--- src/logic/smw_defines.vh ---
`ifndef SMW_DEFINES_VH
`define SMW_DEFINES_VH

// Mode encodings {hi, lo}
`define SMW_MODE_STANDBY   2'h0
`define SMW_MODE_PRESSURE  2'h1
`define SMW_MODE_TEMP      2'h2
`define SMW_MODE_READ      2'h3

// Divider chain
`define SMW_WAKE_STAGES    14
`define SMW_EXTRA_STAGES   10
`define SMW_CHAIN_STAGES   24
`define SMW_RST_LOW_CYC    2'h2

// Serial threshold
`define SMW_THR_BITS       8
`define SMW_THR_RESET      8'h00
`define SMW_BITCNT_W       3

// Slow oscillator as a divide of core_clk (25 MHz / 5.4 kHz)
`define SMW_CORE_HZ        25000000
`define SMW_OSC_HZ         5400
`define SMW_OSC_DIV        (`SMW_CORE_HZ / `SMW_OSC_HZ)

`endif

--- src/logic/smw_sensor_mode_and_wake_timer.v ---
// Behaviour
// Slow oscillator, 14 stages, wake every 16384
// Ten more stages give rare host reset
// Compare sample against 8-bit threshold on output
// Host steps threshold to detect or convert
// Two mode pins decode four modes
// Low pin only: pressure path on, routed
// Low pin falls: mux opens before powerdown
// High pin only: temperature path on, routed
// High pin falls: mux opens before powerdown
// Mux, threshold, oscillator, dividers always powered
// Trim bits always powered
// Overvoltage on high pin enters trim/test
// Host drives inputs low without supply
// Bit counter reset in measure modes
// Sample rising MSB first, latch eighth fall
// Standby output high, low on wake overflow
// Host reset low two cycles per overflow
// Comparator enabled in read mode, synced decode
`timescale 1ns/1ns
`include "smw_defines.vh"

module smw_sensor_mode_and_wake_timer
#(
	parameter OSC_DIV      = `SMW_OSC_DIV,
	parameter WAKE_STAGES  = `SMW_WAKE_STAGES,
	parameter CHAIN_STAGES = `SMW_CHAIN_STAGES,
	parameter THR_BITS     = `SMW_THR_BITS
)
(
	input  wire                core_clk,
	input  wire                resetn,
	input  wire                modeSelLo,
	input  wire                modeSelHi,
	input  wire                trimOverVolt,
	input  wire                serialData,
	input  wire                shiftClk,
	input  wire                compareIn,
	output reg                 compareWake,
	output reg                 hostResetn,
	output reg                 pressurePowerOn,
	output reg                 pressureMuxOn,
	output reg                 tempPowerOn,
	output reg                 tempMuxOn,
	output reg                 comparatorOn,
	output reg                 alwaysOnPower,
	output reg                 trimPowerOn,
	output reg                 trimTestMode,
	output reg  [THR_BITS-1:0] threshold
);
	// ------------------------------------------------------------
	// Pin synchronisation
	// ------------------------------------------------------------
	wire [5:0] pinSync;

	smw_sync #(.W(6)) smw_sync_inst
	(
		.core_clk (core_clk),
		.resetn   (resetn),
		.pinIn    ({trimOverVolt, compareIn, shiftClk, serialData, modeSelHi, modeSelLo}),
		.pinSync  (pinSync)
	);

	wire       loS   = pinSync[0];
	wire       hiS   = pinSync[1];
	wire       datS  = pinSync[2];
	wire       clkS  = pinSync[3];
	wire       cmpS  = pinSync[4];
	wire       trimS = pinSync[5];
	wire [1:0] mode  = {hiS, loS};

	// ------------------------------------------------------------
	// Mode decode and path sequencing
	// ------------------------------------------------------------
	// Mode states, one-hot
	localparam [4:0] ST_STANDBY  = 5'h01;
	localparam [4:0] ST_PRESSURE = 5'h02;
	localparam [4:0] ST_TEMP     = 5'h04;
	localparam [4:0] ST_READ     = 5'h08;
	localparam [4:0] ST_TRIM     = 5'h10;

	reg [4:0] state;
	reg [4:0] next_state;

	always @*
	begin
		if (trimS)
			next_state = ST_TRIM;
		else
		begin
			case (mode)
				`SMW_MODE_PRESSURE: next_state = ST_PRESSURE;
				`SMW_MODE_TEMP:     next_state = ST_TEMP;
				`SMW_MODE_READ:     next_state = ST_READ;
				default:            next_state = ST_STANDBY;
			endcase
		end
	end

	always @(posedge core_clk or negedge resetn)
	begin
		if (!resetn)
			state <= ST_STANDBY;
		else
			state <= next_state;
	end

	// Power follows the mode and the mux closes a cycle later; power drops one cycle after the mux,
	// so the held sample is isolated before its source collapses.
	always @(posedge core_clk or negedge resetn)
	begin
		if (!resetn)
		begin
			pressureMuxOn   <= 1'b0;
			pressurePowerOn <= 1'b0;
			tempMuxOn       <= 1'b0;
			tempPowerOn     <= 1'b0;
			comparatorOn    <= 1'b0;
			trimTestMode    <= 1'b0;
			alwaysOnPower   <= 1'b0;
			trimPowerOn     <= 1'b0;
		end
		else
		begin
			pressureMuxOn   <= (next_state == ST_PRESSURE) && pressurePowerOn;
			pressurePowerOn <= (next_state == ST_PRESSURE) || pressureMuxOn;
			tempMuxOn       <= (next_state == ST_TEMP) && tempPowerOn;
			tempPowerOn     <= (next_state == ST_TEMP) || tempMuxOn;
			comparatorOn    <= (next_state == ST_READ);
			trimTestMode    <= (next_state == ST_TRIM);
			alwaysOnPower   <= 1'b1;
			trimPowerOn     <= 1'b1;
		end
	end

	// ------------------------------------------------------------
	// Serial threshold shifter
	// ------------------------------------------------------------
	reg                      clkPrev;
	reg [THR_BITS-1:0]       shiftReg;
	reg [`SMW_BITCNT_W-1:0]  bitCnt;
	reg                      eighthSeen;
	wire measuring = (state == ST_PRESSURE) || (state == ST_TEMP);
	wire clkRise   = clkS && !clkPrev;
	wire clkFall   = !clkS && clkPrev;

	always @(posedge core_clk or negedge resetn)
	begin
		if (!resetn)
		begin
			clkPrev    <= 1'b0;
			shiftReg   <= `SMW_THR_RESET;
			bitCnt     <= {`SMW_BITCNT_W{1'b0}};
			eighthSeen <= 1'b0;
			threshold  <= `SMW_THR_RESET;
		end
		else
		begin
			clkPrev <= clkS;
			if (measuring)
			begin
				bitCnt     <= {`SMW_BITCNT_W{1'b0}};
				eighthSeen <= 1'b0;
			end
			else if (clkRise)
			begin
				shiftReg   <= {shiftReg[THR_BITS-2:0], datS};
				eighthSeen <= (bitCnt == {`SMW_BITCNT_W{1'b1}});
				bitCnt     <= bitCnt + 1'b1;
			end
			else if (clkFall && eighthSeen)
			begin
				threshold  <= shiftReg;
				eighthSeen <= 1'b0;
			end
		end
	end

	// ------------------------------------------------------------
	// Slow oscillator and divider chain
	// ------------------------------------------------------------
	// Oscillator is modelled as a tick every OSC_DIV core cycles.
	reg [15:0]             oscCnt;
	reg [CHAIN_STAGES-1:0] chain;
	reg [1:0]              rstLowCnt;
	reg                    wakeLow;
	wire oscTick = (oscCnt == OSC_DIV[15:0] - 16'h0001);
	wire wakeOvf = oscTick && (&chain[WAKE_STAGES-1:0]);
	wire fullOvf = oscTick && (&chain);

	always @(posedge core_clk or negedge resetn)
	begin
		if (!resetn)
		begin
			oscCnt    <= 16'h0000;
			chain     <= {CHAIN_STAGES{1'b0}};
			rstLowCnt <= 2'h0;
			wakeLow   <= 1'b0;
		end
		else
		begin
			oscCnt <= oscTick ? 16'h0000 : oscCnt + 16'h0001;
			if (oscTick)
			begin
				chain <= chain + 1'b1;
				wakeLow <= wakeOvf;
				if (fullOvf)
					rstLowCnt <= `SMW_RST_LOW_CYC;
				else if (rstLowCnt != 2'h0)
					rstLowCnt <= rstLowCnt - 2'h1;
			end
		end
	end

	// ------------------------------------------------------------
	// Output pins
	// ------------------------------------------------------------
	always @(posedge core_clk or negedge resetn)
	begin
		if (!resetn)
		begin
			compareWake <= 1'b1;
			hostResetn  <= 1'b1;
		end
		else
		begin
			hostResetn <= (rstLowCnt == 2'h0);
			// Decoded from next_state so the pin and comparatorOn switch together
			if (next_state == ST_READ)
				compareWake <= cmpS;
			else if (next_state == ST_STANDBY)
				compareWake <= !wakeLow;
			else
				compareWake <= 1'b1;
		end
	end
endmodule

--- src/logic/smw_sync.v ---
`timescale 1ns/1ns
`include "smw_defines.vh"

// Two-flop synchroniser for a group of pin inputs
module smw_sync
#(
	parameter W = 4
)
(
	input  wire         core_clk,
	input  wire         resetn,
	input  wire [W-1:0] pinIn,
	output reg  [W-1:0] pinSync
);
	reg [W-1:0] meta;

	always @(posedge core_clk or negedge resetn)
	begin
		if (!resetn)
		begin
			meta    <= {W{1'b0}};
			pinSync <= {W{1'b0}};
		end
		else
		begin
			meta    <= pinIn;
			pinSync <= meta;
		end
	end
endmodule

--- config.mk ---
export PLATFORM = sky130hd
export DESIGN_NAME = smw_sensor_mode_and_wake_timer
export DESIGN_NICKNAME = d
export VERILOG_FILES = /design/src/logic/smw_sensor_mode_and_wake_timer.v /design/src/logic/smw_sync.v
export VERILOG_INCLUDE_DIRS = /design/src /design/src/logic
export SDC_FILE = /design/constraint.sdc
export NUM_CORES = 1
export LEC_CHECK = 0
export BUFFER_PORTS_ARGS = -buffer_cell sky130_fd_sc_hd__buf_2
export CELL_PAD_IN_SITES_DETAIL_PLACEMENT = 1
export CELL_PAD_IN_SITES_GLOBAL_PLACEMENT = 1
export CORE_MARGIN = 2
export CORE_UTILIZATION = 25
export CTS_BUF_LIST = sky130_fd_sc_hd__clkbuf_4
export DETAILED_ROUTE_END_ITERATION = 6
export PLACE_DENSITY_LB_ADDON = 0.1
export SLEW_MARGIN = 20
export SYNTH_ARGS = -nofsm -noshare
export SYNTH_HDL_FRONTEND = slang
export SYNTH_HIERARCHICAL = 1
export SYNTH_SLANG_ARGS = --single-unit
--- constraint.sdc ---
create_clock -name core_clk -period 3.4 [get_ports core_clk]
set_clock_uncertainty 0.15 [all_clocks]
set_input_delay 0.51 -clock core_clk [delete_from_list [all_inputs] [get_ports core_clk]]
set_output_delay 0.51 -clock core_clk [all_outputs]
set_load 0.02 [all_outputs]
==> results of run 1 <==
## registers in the layout (all words and copies together), names as in the netlist
name	cells
rstLowCnt	2
shiftReg	8
trimPowerOn	1
comparatorOn	1
bitCnt	3
clkPrev	1
threshold	8
tempMuxOn	1
pressureMuxOn	1
compareWake	1
oscCnt	16
eighthSeen	1
tempPowerOn	1
wakeLow	1
hostResetn	1
trimTestMode	1
pressurePowerOn	1
smw_sync_inst/pinSync	6
chain	24
state	5
smw_sync_inst/meta	6
## Yosys cell counts, drive strengths merged
library cell and count:
inv 8, nand4 13, a22oi 1, a21oi 1
nor4 10, nor3 10, and2 3, and3b 2
nand2 16, nor4b 3, mux2i 3, nor2 18
xor2 20, mux2 16, and4bb 1, o211ai 1
or2 3, buf 6, ha 6, or3 5
and4 5, nand3 13, clkbuf 2, o21ai 3
dfrtp 87, conb 1, and3 2, nand2b 2
xnor2 18, nor3b 3, a31oi 1, a2bb2oi 1
dfstp 3, a21o 1
## power groups by stage
stage               logic, mW  registers [mW]  clock network, mW
global placement        0.197            1.24                  0
finish                  0.203            1.22              0.711
global route            0.227            1.24              0.810
floorplan               0.100            1.26                  0
CTS                     0.211            1.22              0.764
detailed placement      0.204            1.24                  0
## kinds of logic after synthesis
family,Yosys count,synth area share [%]
muxes,19,5.628
buffers and inverters,16,2.044
AOI/OAI and AO/OA,9,1.541
and+or+nand+nor,109,19.36
DFF,90,60.40
xor gates and xnor gates,38,8.911
other,1,0.1004
adders and majority gates,6,2.010
## worst max-delay path, delay by kind of cell, from the launching register on
family	cells	cell delay, ns
and+or+nand+nor	3	1.26
buffers and inverters	1	0.38
xor gates and xnor gates	1	0.16
DFF	1	0.45
## final timing paths
| path | cells past startpoint | endpoint | startpoint | slack [ns] |
|---|---|---|---|---|
| worst max-delay path | 5 | chain[11] | oscCnt[13] | 0.92 |
| worst min-delay path | 0 | smw_sync_inst/pinSync[0] | smw_sync_inst/meta[0] | 0.20 |
| worst max register to register | 5 | chain[11] | oscCnt[13] | 0.92 |
| worst min register to register | 0 | smw_sync_inst/pinSync[0] | smw_sync_inst/meta[0] | 0.20 |
| max in group asynchronous | 3 | compareWake | resetn | 2.05 |
| min in group asynchronous | 2 | bitCnt[0] | resetn | 0.37 |
## cell type report
type                       count  area (µm²)  area share [%]
clock inverter                 7       100.1           2.322
clock buffer                   9       67.56           1.567
tap                          184       230.2           5.340
timing repair buffer          34       225.2           5.223
sequential                    90        2256           52.32
multi-input combinational    182        1403           32.53
inverter                       8       30.03          0.6965
## layer usage
metal | part of all wire (%) | wire length, µm | vias to the layer above
met1 | 47 | 3448 | 1151
met4 | 1.6 | 119 | 0
met2 | 47 | 3504 | 23
li1 | - | - | 1070
met5 | 0 | 0 | -
met3 | 4.2 | 308 | 10
## what timing repair did
item / CTS / global route
endpoints found under the setup margin: 0 / 0
hold endpoints to repair: 41 / 0
hold buffers: 7 / 0
setup buffers: 0 / 0
==> impl_metrics.toml, run 1 <==
[status]
status = "finished, final reports clean"

[worst_setup_path]
cp_data_arrival_time_ns = 2.74
crit_path_max_incr_delay_ns = 0.55
critical_path_peak_fanout = 17
slowest_stage_cell_on_the_critical_path = "nand4_2"
critical_path.cell_chain = "nor4b_2 > nand4_2 > buf_4 > nor4_2 > xor2_1"
startpoint_type = "flip-flop"
path_class = "flip-flop to flip-flop"
cp-end-kind = "flip-flop"
critPathRequiredTime_ns = 3.66

[clock_network]
clock_latency_ns = 0.48
tritoncts = "done"
clockBufferDepth = 2
clock_tree.root_cell = "clkbuf_4"
clock_tree.htree_level_count = 3
cts_inserted_buffers = 9
path_clk_slew_ns = 0.16
cts.sinks = 90
ctsResizeCount = 0

[grt]
met3_usage_pct = 4.460
grtUsageMet1_pct = 13.10
antenna_found_initial = 0
grt_pass1_wl_um = 13050
global_route.usage.total_pct = 10.46
grt_util_met2_pct = 16.10
overflow = 0
grt_pass1_vias = 2521
grt_max_degree = 55
busiest_layer = "met2"

[timing]
setup_viol = 0
slew_violations = 0
period_needed_ns = 2.476
worst_slack_ns = 0.9241
timing_hold_violations_final = 0
totalNegativeSetupSlack_ns = 0
slew_at_the_pin_closest_to_its_max_slew_limit_ns = 0.6545
max_slew_margin_pct = 56.13
max_clock_freq_ghz = 0.4039
rsz0062_at_grt = "no"
post-route-period-util_pct = 72.82
finalHoldWorstSlack_ns = 0.2003

[logic_synthesis]
synth_seq_area_share_pct = 60.40
synthesis.instances = 288
synth_area_mm2 = 0.003735
synth_top_cells_by_area = "dfrtp_1, mux2_2, xor2_1, xnor2_1, nor4_2"
synth_top_area_share_pct = 58.29
avgSynthCellArea_um2 = 12.97
yosysTopAreaCell = "dfrtp_1"
net_count_after_synthesis = 302
yosys.cell_types.count = 43
synth_seq_cells = 90
synth.yosys.warnings = 6

[cells_and_area]
area_growth_pct = 15.44
drive_above_1_share_pct = 24.55
final_area_mm2 = 0.004312
mostFrequentLayoutCells = "dfrtp_1, buf_2, xor2_1, nor2_1, xnor2_1"
n_fill_cell = 1581
antenna_cells_inserted = 0
final_nets = 339
final_core_util_pct = 29.55
final-instance-count-excl-fill = 514
final_common_cell = "dfrtp_1"

[route]
route.final.wire_length_um = 7380
antenna_left = 0
drc = 0
drt_first_pass_iters = 4
route.vias.total = 2254
via_count_normalized_by_instance_count = 4.385
routed_length_per_instance_um = 14.36
first_iter_violations = 57

[floorplan]
top_level_ports = 26
core_area_mm2 = 0.01459
design.die.area_mm2 = 0.01593
site_rows = 44
initial_utilization_pct = 25.60
die_y_um = 126.2
floorplan.die.width_um = 126.2

[placed_design]
detailed_place.area_mm2 = 0.004074
globalplace.congestion = 0.6668
detailed_place_hpwl_um = 4908
post-place-cells = 491
placement.io_buffers = 25
post_placement_setup_slack_ns = 0.9259

[hold_path]
hp-class = "flip-flop to flip-flop"

[pwr]
sequentialPowerShare_pct = 57.2
swShare_pct = 26.44
cellInternalPower_mw = 1.569
vdd_ir_drop_max_v = 0.0001265
power_per_cell_area_mw_per_mm2 = 494.7
total_switching_power_mw = 0.5639
comb_power_share_pct = 9.5
clock_power_share_pct = 33.3
power_mw = 2.133
static-leakage-power_nw = 1.996

[job]
drv_cap = 0
(Power assumes the default switching activity.)
==> inputs of run 2 (changes only) <==
Clock period 3.4 ns to 2.5 ns, I/O delays scaled along.
==> run 2 against run 1 <==
Effect of this change: clock-buffer cell count up 1; maximum frequency up 15%; sequential cell count unchanged; cell count up 0.78%; largest power group unchanged; highest routed layer unchanged.
==> impl_metrics.toml, run 2 (same netlist as run 1, synthesis figures left out) <==
[status]
status = "finished, final reports clean"

[timing]
totalNegativeSetupSlack_ns = 0
slew_at_the_pin_closest_to_its_max_slew_limit_ns = 0.6314
max_slew_margin_pct = 57.75
setup_viol = 0
post-route-period-util_pct = 86.10
finalHoldWorstSlack_ns = 0.1152
rsz0062_at_grt = "no"
max_clock_freq_ghz = 0.4646
period_needed_ns = 2.153
timing_hold_violations_final = 0
slew_violations = 0

[grt]
grt_max_degree = 56
grt_pass1_vias = 2472
overflow = 0
antenna_found_initial = 0
grt_pass1_wl_um = 12920
global_route.usage.total_pct = 10.31

[pwr]
power_per_cell_area_mw_per_mm2 = 624.6
static-leakage-power_nw = 1.995
vdd_ir_drop_max_v = 0.0001913

[cells_and_area]
area_growth_pct = 14.91
final_common_cell = "dfrtp_1"
drive_above_1_share_pct = 25.45
largest_register_ffs = 24
mostFrequentLayoutCells = "dfrtp_1, buf_2, xor2_1, nor2_1, xnor2_1"
antenna_cells_inserted = 0
biggestRegsByFlops = "chain x24, oscCnt x16"
registers.top_by_ff_count = "chain"
final_nets = 343

[clock_network]
tritoncts = "done"
cts.sinks = 90
cts_inserted_buffers = 9
clock_latency_ns = 0.46
clockBufferDepth = 2
clock_tree.htree_level_count = 3
path_clk_slew_ns = 0.15
clock_tree.root_cell = "clkbuf_4"
post_cts_setup_repair_buffer_count = 0

[worst_setup_path]
cp_data_arrival_time_ns = 2.38
critPathRequiredTime_ns = 2.73
crit_family = "simple AND/OR/NAND/NOR gates"
worst_r2r_endpoint = "chain[19]"
critical_path_peak_fanout = 16
worstPathBufferInverterCount = 1
critical_path.cell_chain = "nor4b_2 > nand4_2 > buf_4 > nor4_2 > xor2_1"
worstSetupEndpoint = "chain[19]"
path_class = "flip-flop to flip-flop"
startpoint_type = "flip-flop"
slowest_stage_cell_on_the_critical_path = "dfrtp_1"
crit_reg_reg_startpoint = "oscCnt[13]"
cp_num_cells = 5
cp-end-kind = "flip-flop"
reg2reg_slack_ns = 0.35
crit_path_max_incr_delay_ns = 0.45
r2r.worst_path.cells = 5
cp-startpoint = "oscCnt[13]"

[placed_design]
placement.io_buffers = 25
globalplace.congestion = 0.6811
detailed_place_hpwl_um = 4846

[route]
first_iter_violations = 54
routed_length_per_instance_um = 14.03
antenna_left = 0
drc = 0
route.final.wire_length_um = 7267
via_count_normalized_by_instance_count = 4.417
drt_first_pass_iters = 4
route.vias.total = 2288

[floorplan]
design.die.area_mm2 = 0.01593
floorplan.die.width_um = 126.2
site_rows = 44
die_y_um = 126.2
core_area_mm2 = 0.01459
top_level_ports = 26
initial_utilization_pct = 25.60

[hold_path]
hp-class = "primary input to async pin"

[job]
drv_cap = 0
## run 2: changes by cell type in the layout (fill, tap and decap cells not counted), sizes merged
cell,before,now
inv,11,9
clkbuf,9,10
clkinv,1,4
buf,27,31
bufinv,2,0
## run 2: where the power goes
| part | switching (mW) | leakage [nW] | internal (mW) |
|---|---|---|---|
| sequential | 0.0742 | 1.17 | 1.58 |
| clock | 0.527 | 0.0644 | 0.218 |
| combinational | 0.141 | 0.759 | 0.138 |
## run 2: how the worst min path moves through the flow
stage | from | to | cells after the start
6_report | resetn | smw_sync_inst/pinSync[3] | 2
2_1_floorplan | resetn | bitCnt[0] | 0
4_1_cts | resetn | smw_sync_inst/pinSync[3] | 2
5_1_grt | resetn | clkPrev | 2
3_3_place_gp | resetn | smw_sync_inst/pinSync[3] | 1
3_5_place_dp | resetn | smw_sync_inst/meta[3] | 1
## run 2: what timing repair did
| action | in CTS | in global routing |
|---|---|---|
| hold buffers | 7 | 0 |
| hold endpoints to repair | 94 | 0 |
| gates resized for setup | 0 | 0 |
## run 2: worst reg2reg max path: stages, from the launching register on
cell and delay (ns):
dfrtp_1 0.45, nor4b_2 0.40, nand4_2 0.27, buf_4 0.30, nor4_2 0.32, xor2_1 0.18
## run 2: per-stage QoR
stage / instance area (µm²) / power (mW) / setup slack [ns] / utilization [%] / instances
floorplan: 3735 / 1.846 / 0.7057 / - / 288
global placement: 4104 / 1.958 / 0.4397 / 28.13 / 495
detailed placement: 4104 / 1.968 / 0.3828 / 28.13 / 495
CTS: 4292 / 2.759 / 0.3147 / 29.42 / 518
global route: 4292 / 2.863 / 0.1437 / 29.42 / 518
finish: 4292 / 2.680 / 0.3475 / 29.42 / 518
## run 2: per-layer routing
| metal | vias up | global-route usage (%) | part of all wire [%] |
|---|---|---|---|
| li1 | 1081 | - | - |
| met1 | 1172 | 13.42 | 48 |
| met2 | 22 | 15.56 | 46 |
| met3 | 13 | 3.738 | 3.6 |
| met4 | 0 | 4.266 | 1.8 |
| met5 | - | 0 | 0 |
## run 2: layout make-up
type	instances	area, µm²
inverters	8	30.03
well taps	184	230.2
fillers	1600	10300
clock inverters	6	42.54
clock buffers	10	75.07
flip-flops and latches	90	2256
multi-input cells	182	1403
repair buffers	38	255.2
==> inputs of run 3 (changes only) <==
Settings changed: CORE_UTILIZATION 25 to 35, REMOVE_ABC_BUFFERS set to 1.
==> run 3 against run 2 <==
Effect of this change: cell count shrank 8.7%; critical path depth increased by 2; via count increased by 0.44%; largest power group unchanged.
==> impl_metrics.toml, run 3 (same netlist as run 1, synthesis figures left out) <==
[route]
routed_length_per_instance_um = 15.30
drt_first_pass_iters = 4
via_count_normalized_by_instance_count = 4.858
antenna_left = 0
first_iter_violations = 57
route.vias.total = 2298
drc = 0
route.final.wire_length_um = 7239

[timing]
period_needed_ns = 1.993
max_clock_freq_ghz = 0.5016
timing_hold_violations_final = 0
rsz0062_at_grt = "no"
totalNegativeSetupSlack_ns = 0
post-route-period-util_pct = 79.74
slew_at_the_pin_closest_to_its_max_slew_limit_ns = 0.6217
slew_violations = 0
max_slew_margin_pct = 58.40
setup_viol = 0

[pwr]
power_per_cell_area_mw_per_mm2 = 655.3
comb_power_share_pct = 9.9
total_switching_power_mw = 0.7609
cellInternalPower_mw = 2.032
vdd_ir_drop_max_v = 0.0004315
sequentialPowerShare_pct = 59.5
static-leakage-power_nw = 2.016
clock_power_share_pct = 30.5
swShare_pct = 27.24

[job]
drv_cap = 0

[clock_network]
clock_latency_ns = 0.48
clock_tree.root_cell = "clkbuf_4"
cts_inserted_buffers = 9
clockBufferDepth = 2
postCtsHoldBufs = 7
cts.sinks = 90
ctsResizeCount = 0
path_clk_slew_ns = 0.15
clock_tree.htree_level_count = 3
tritoncts = "done"
post_cts_setup_repair_buffer_count = 0

[floorplan]
core_area_mm2 = 0.01032
top_level_ports = 26
floorplan.die.width_um = 107.3
initial_utilization_pct = 36.18
die_y_um = 107.3
site_rows = 37
design.die.area_mm2 = 0.01151

[status]
status = "finished, final reports clean"

[grt]
grt_pass1_vias = 2448
antenna_found_initial = 1
overflow = 0
global_route.usage.total_pct = 14.46
grt_max_degree = 38
grt_pass1_wl_um = 12510

[cells_and_area]
registers.top_by_ff_count = "chain"
drive_above_1_share_pct = 26.19
area_growth_pct = 14.10
n_fill_cell = 1110
mostFrequentLayoutCells = "dfrtp_1, buf_2, xor2_1, nor2_1, xnor2_1"
final_core_util_pct = 41.28
biggestRegsByFlops = "chain x24, oscCnt x16"
largest_register_ffs = 24
final_nets = 345
final_common_cell = "dfrtp_1"

[placed_design]
placement.io_buffers = 25
globalplace.congestion = 0.6679
detailed_place_hpwl_um = 4841

[worst_setup_path]
path_class = "flip-flop to flip-flop"
worstPathBufferInverterCount = 2
critical_path.cell_chain = "inv_1 > ha_1 > and4bb_2 > nand4_2 > buf_4 > nor4_2 > xor2_1"
crit_family = "simple AND/OR/NAND/NOR gates"
cp_data_arrival_time_ns = 2.24
critPathRequiredTime_ns = 2.74
cp-end-kind = "flip-flop"
crit_path_max_incr_delay_ns = 0.46
slowest_stage_cell_on_the_critical_path = "dfrtp_1"
startpoint_type = "flip-flop"
critical_path_peak_fanout = 9

[hold_path]
hp-class = "flip-flop to flip-flop"
[run 3: metal layers]
metal | vias up | track usage, % | share of wire (%)
li1 | 1087 | - | -
met1 | 1176 | 17.64 | 46
met2 | 25 | 23.10 | 49
met3 | 10 | 5.630 | 3.6
met4 | 0 | 5.566 | 1.5
met5 | - | 0 | 0
[run 3: power groups by stage]
| stage | clock network (mW) | registers, mW | logic (mW) |
|---|---|---|---|
| 3_5_place_dp | 0 | 1.70 | 0.278 |
| 6_report | 0.853 | 1.66 | 0.278 |
| 4_1_cts | 0.911 | 1.67 | 0.287 |
| 3_3_place_gp | 0 | 1.69 | 0.269 |
| 5_1_grt | 0.969 | 1.68 | 0.317 |
| 2_1_floorplan | 0 | 1.71 | 0.133 |
[run 3: through the flow]
step / instances / setup slack, ns / cell area (µm²) / power (mW) / hold slack, ns
after floorplan: 280 / 0.2653 / 3689 / 1.844 / -0.07059
after global placement: 449 / 0.5675 / 4046 / 1.955 / 0.1843
after detailed placement: 449 / 0.5119 / 4046 / 1.973 / 0.1927
after CTS: 472 / 0.4623 / 4259 / 2.865 / 0.1906
after global routing: 473 / 0.3226 / 4262 / 2.969 / 0.2019
final: 473 / 0.5066 / 4262 / 2.793 / 0.2203
[run 3: path summary, 6_finish.rpt]
| path | startpoint | to | slack [ns] | cells after the start |
|---|---|---|---|---|
| max in group asynchronous | resetn | pressureMuxOn | 1.28 | 3 |
| min in group asynchronous | resetn | tempPowerOn | 0.23 | 2 |
| worst min-delay path | smw_sync_inst/meta[0] | smw_sync_inst/pinSync[0] | 0.22 | 0 |
| worst max-delay path | oscCnt[0] | chain[14] | 0.51 | 7 |
| worst max register to register | oscCnt[0] | chain[14] | 0.51 | 7 |
| worst min register to register | smw_sync_inst/meta[0] | smw_sync_inst/pinSync[0] | 0.22 | 0 |
[run 3: cell type report]
type	count	area (µm²)	share of cell area [%]
clock inverter	7	75.07	1.762
inverter	8	30.03	0.7046
clock buffer	9	67.56	1.585
timing repair buffer	40	257.7	6.048
antenna	1	2.502	0.05872
sequential	90	2256	52.94
multi-input combinational	182	1403	32.91
tap	136	170.2	3.993
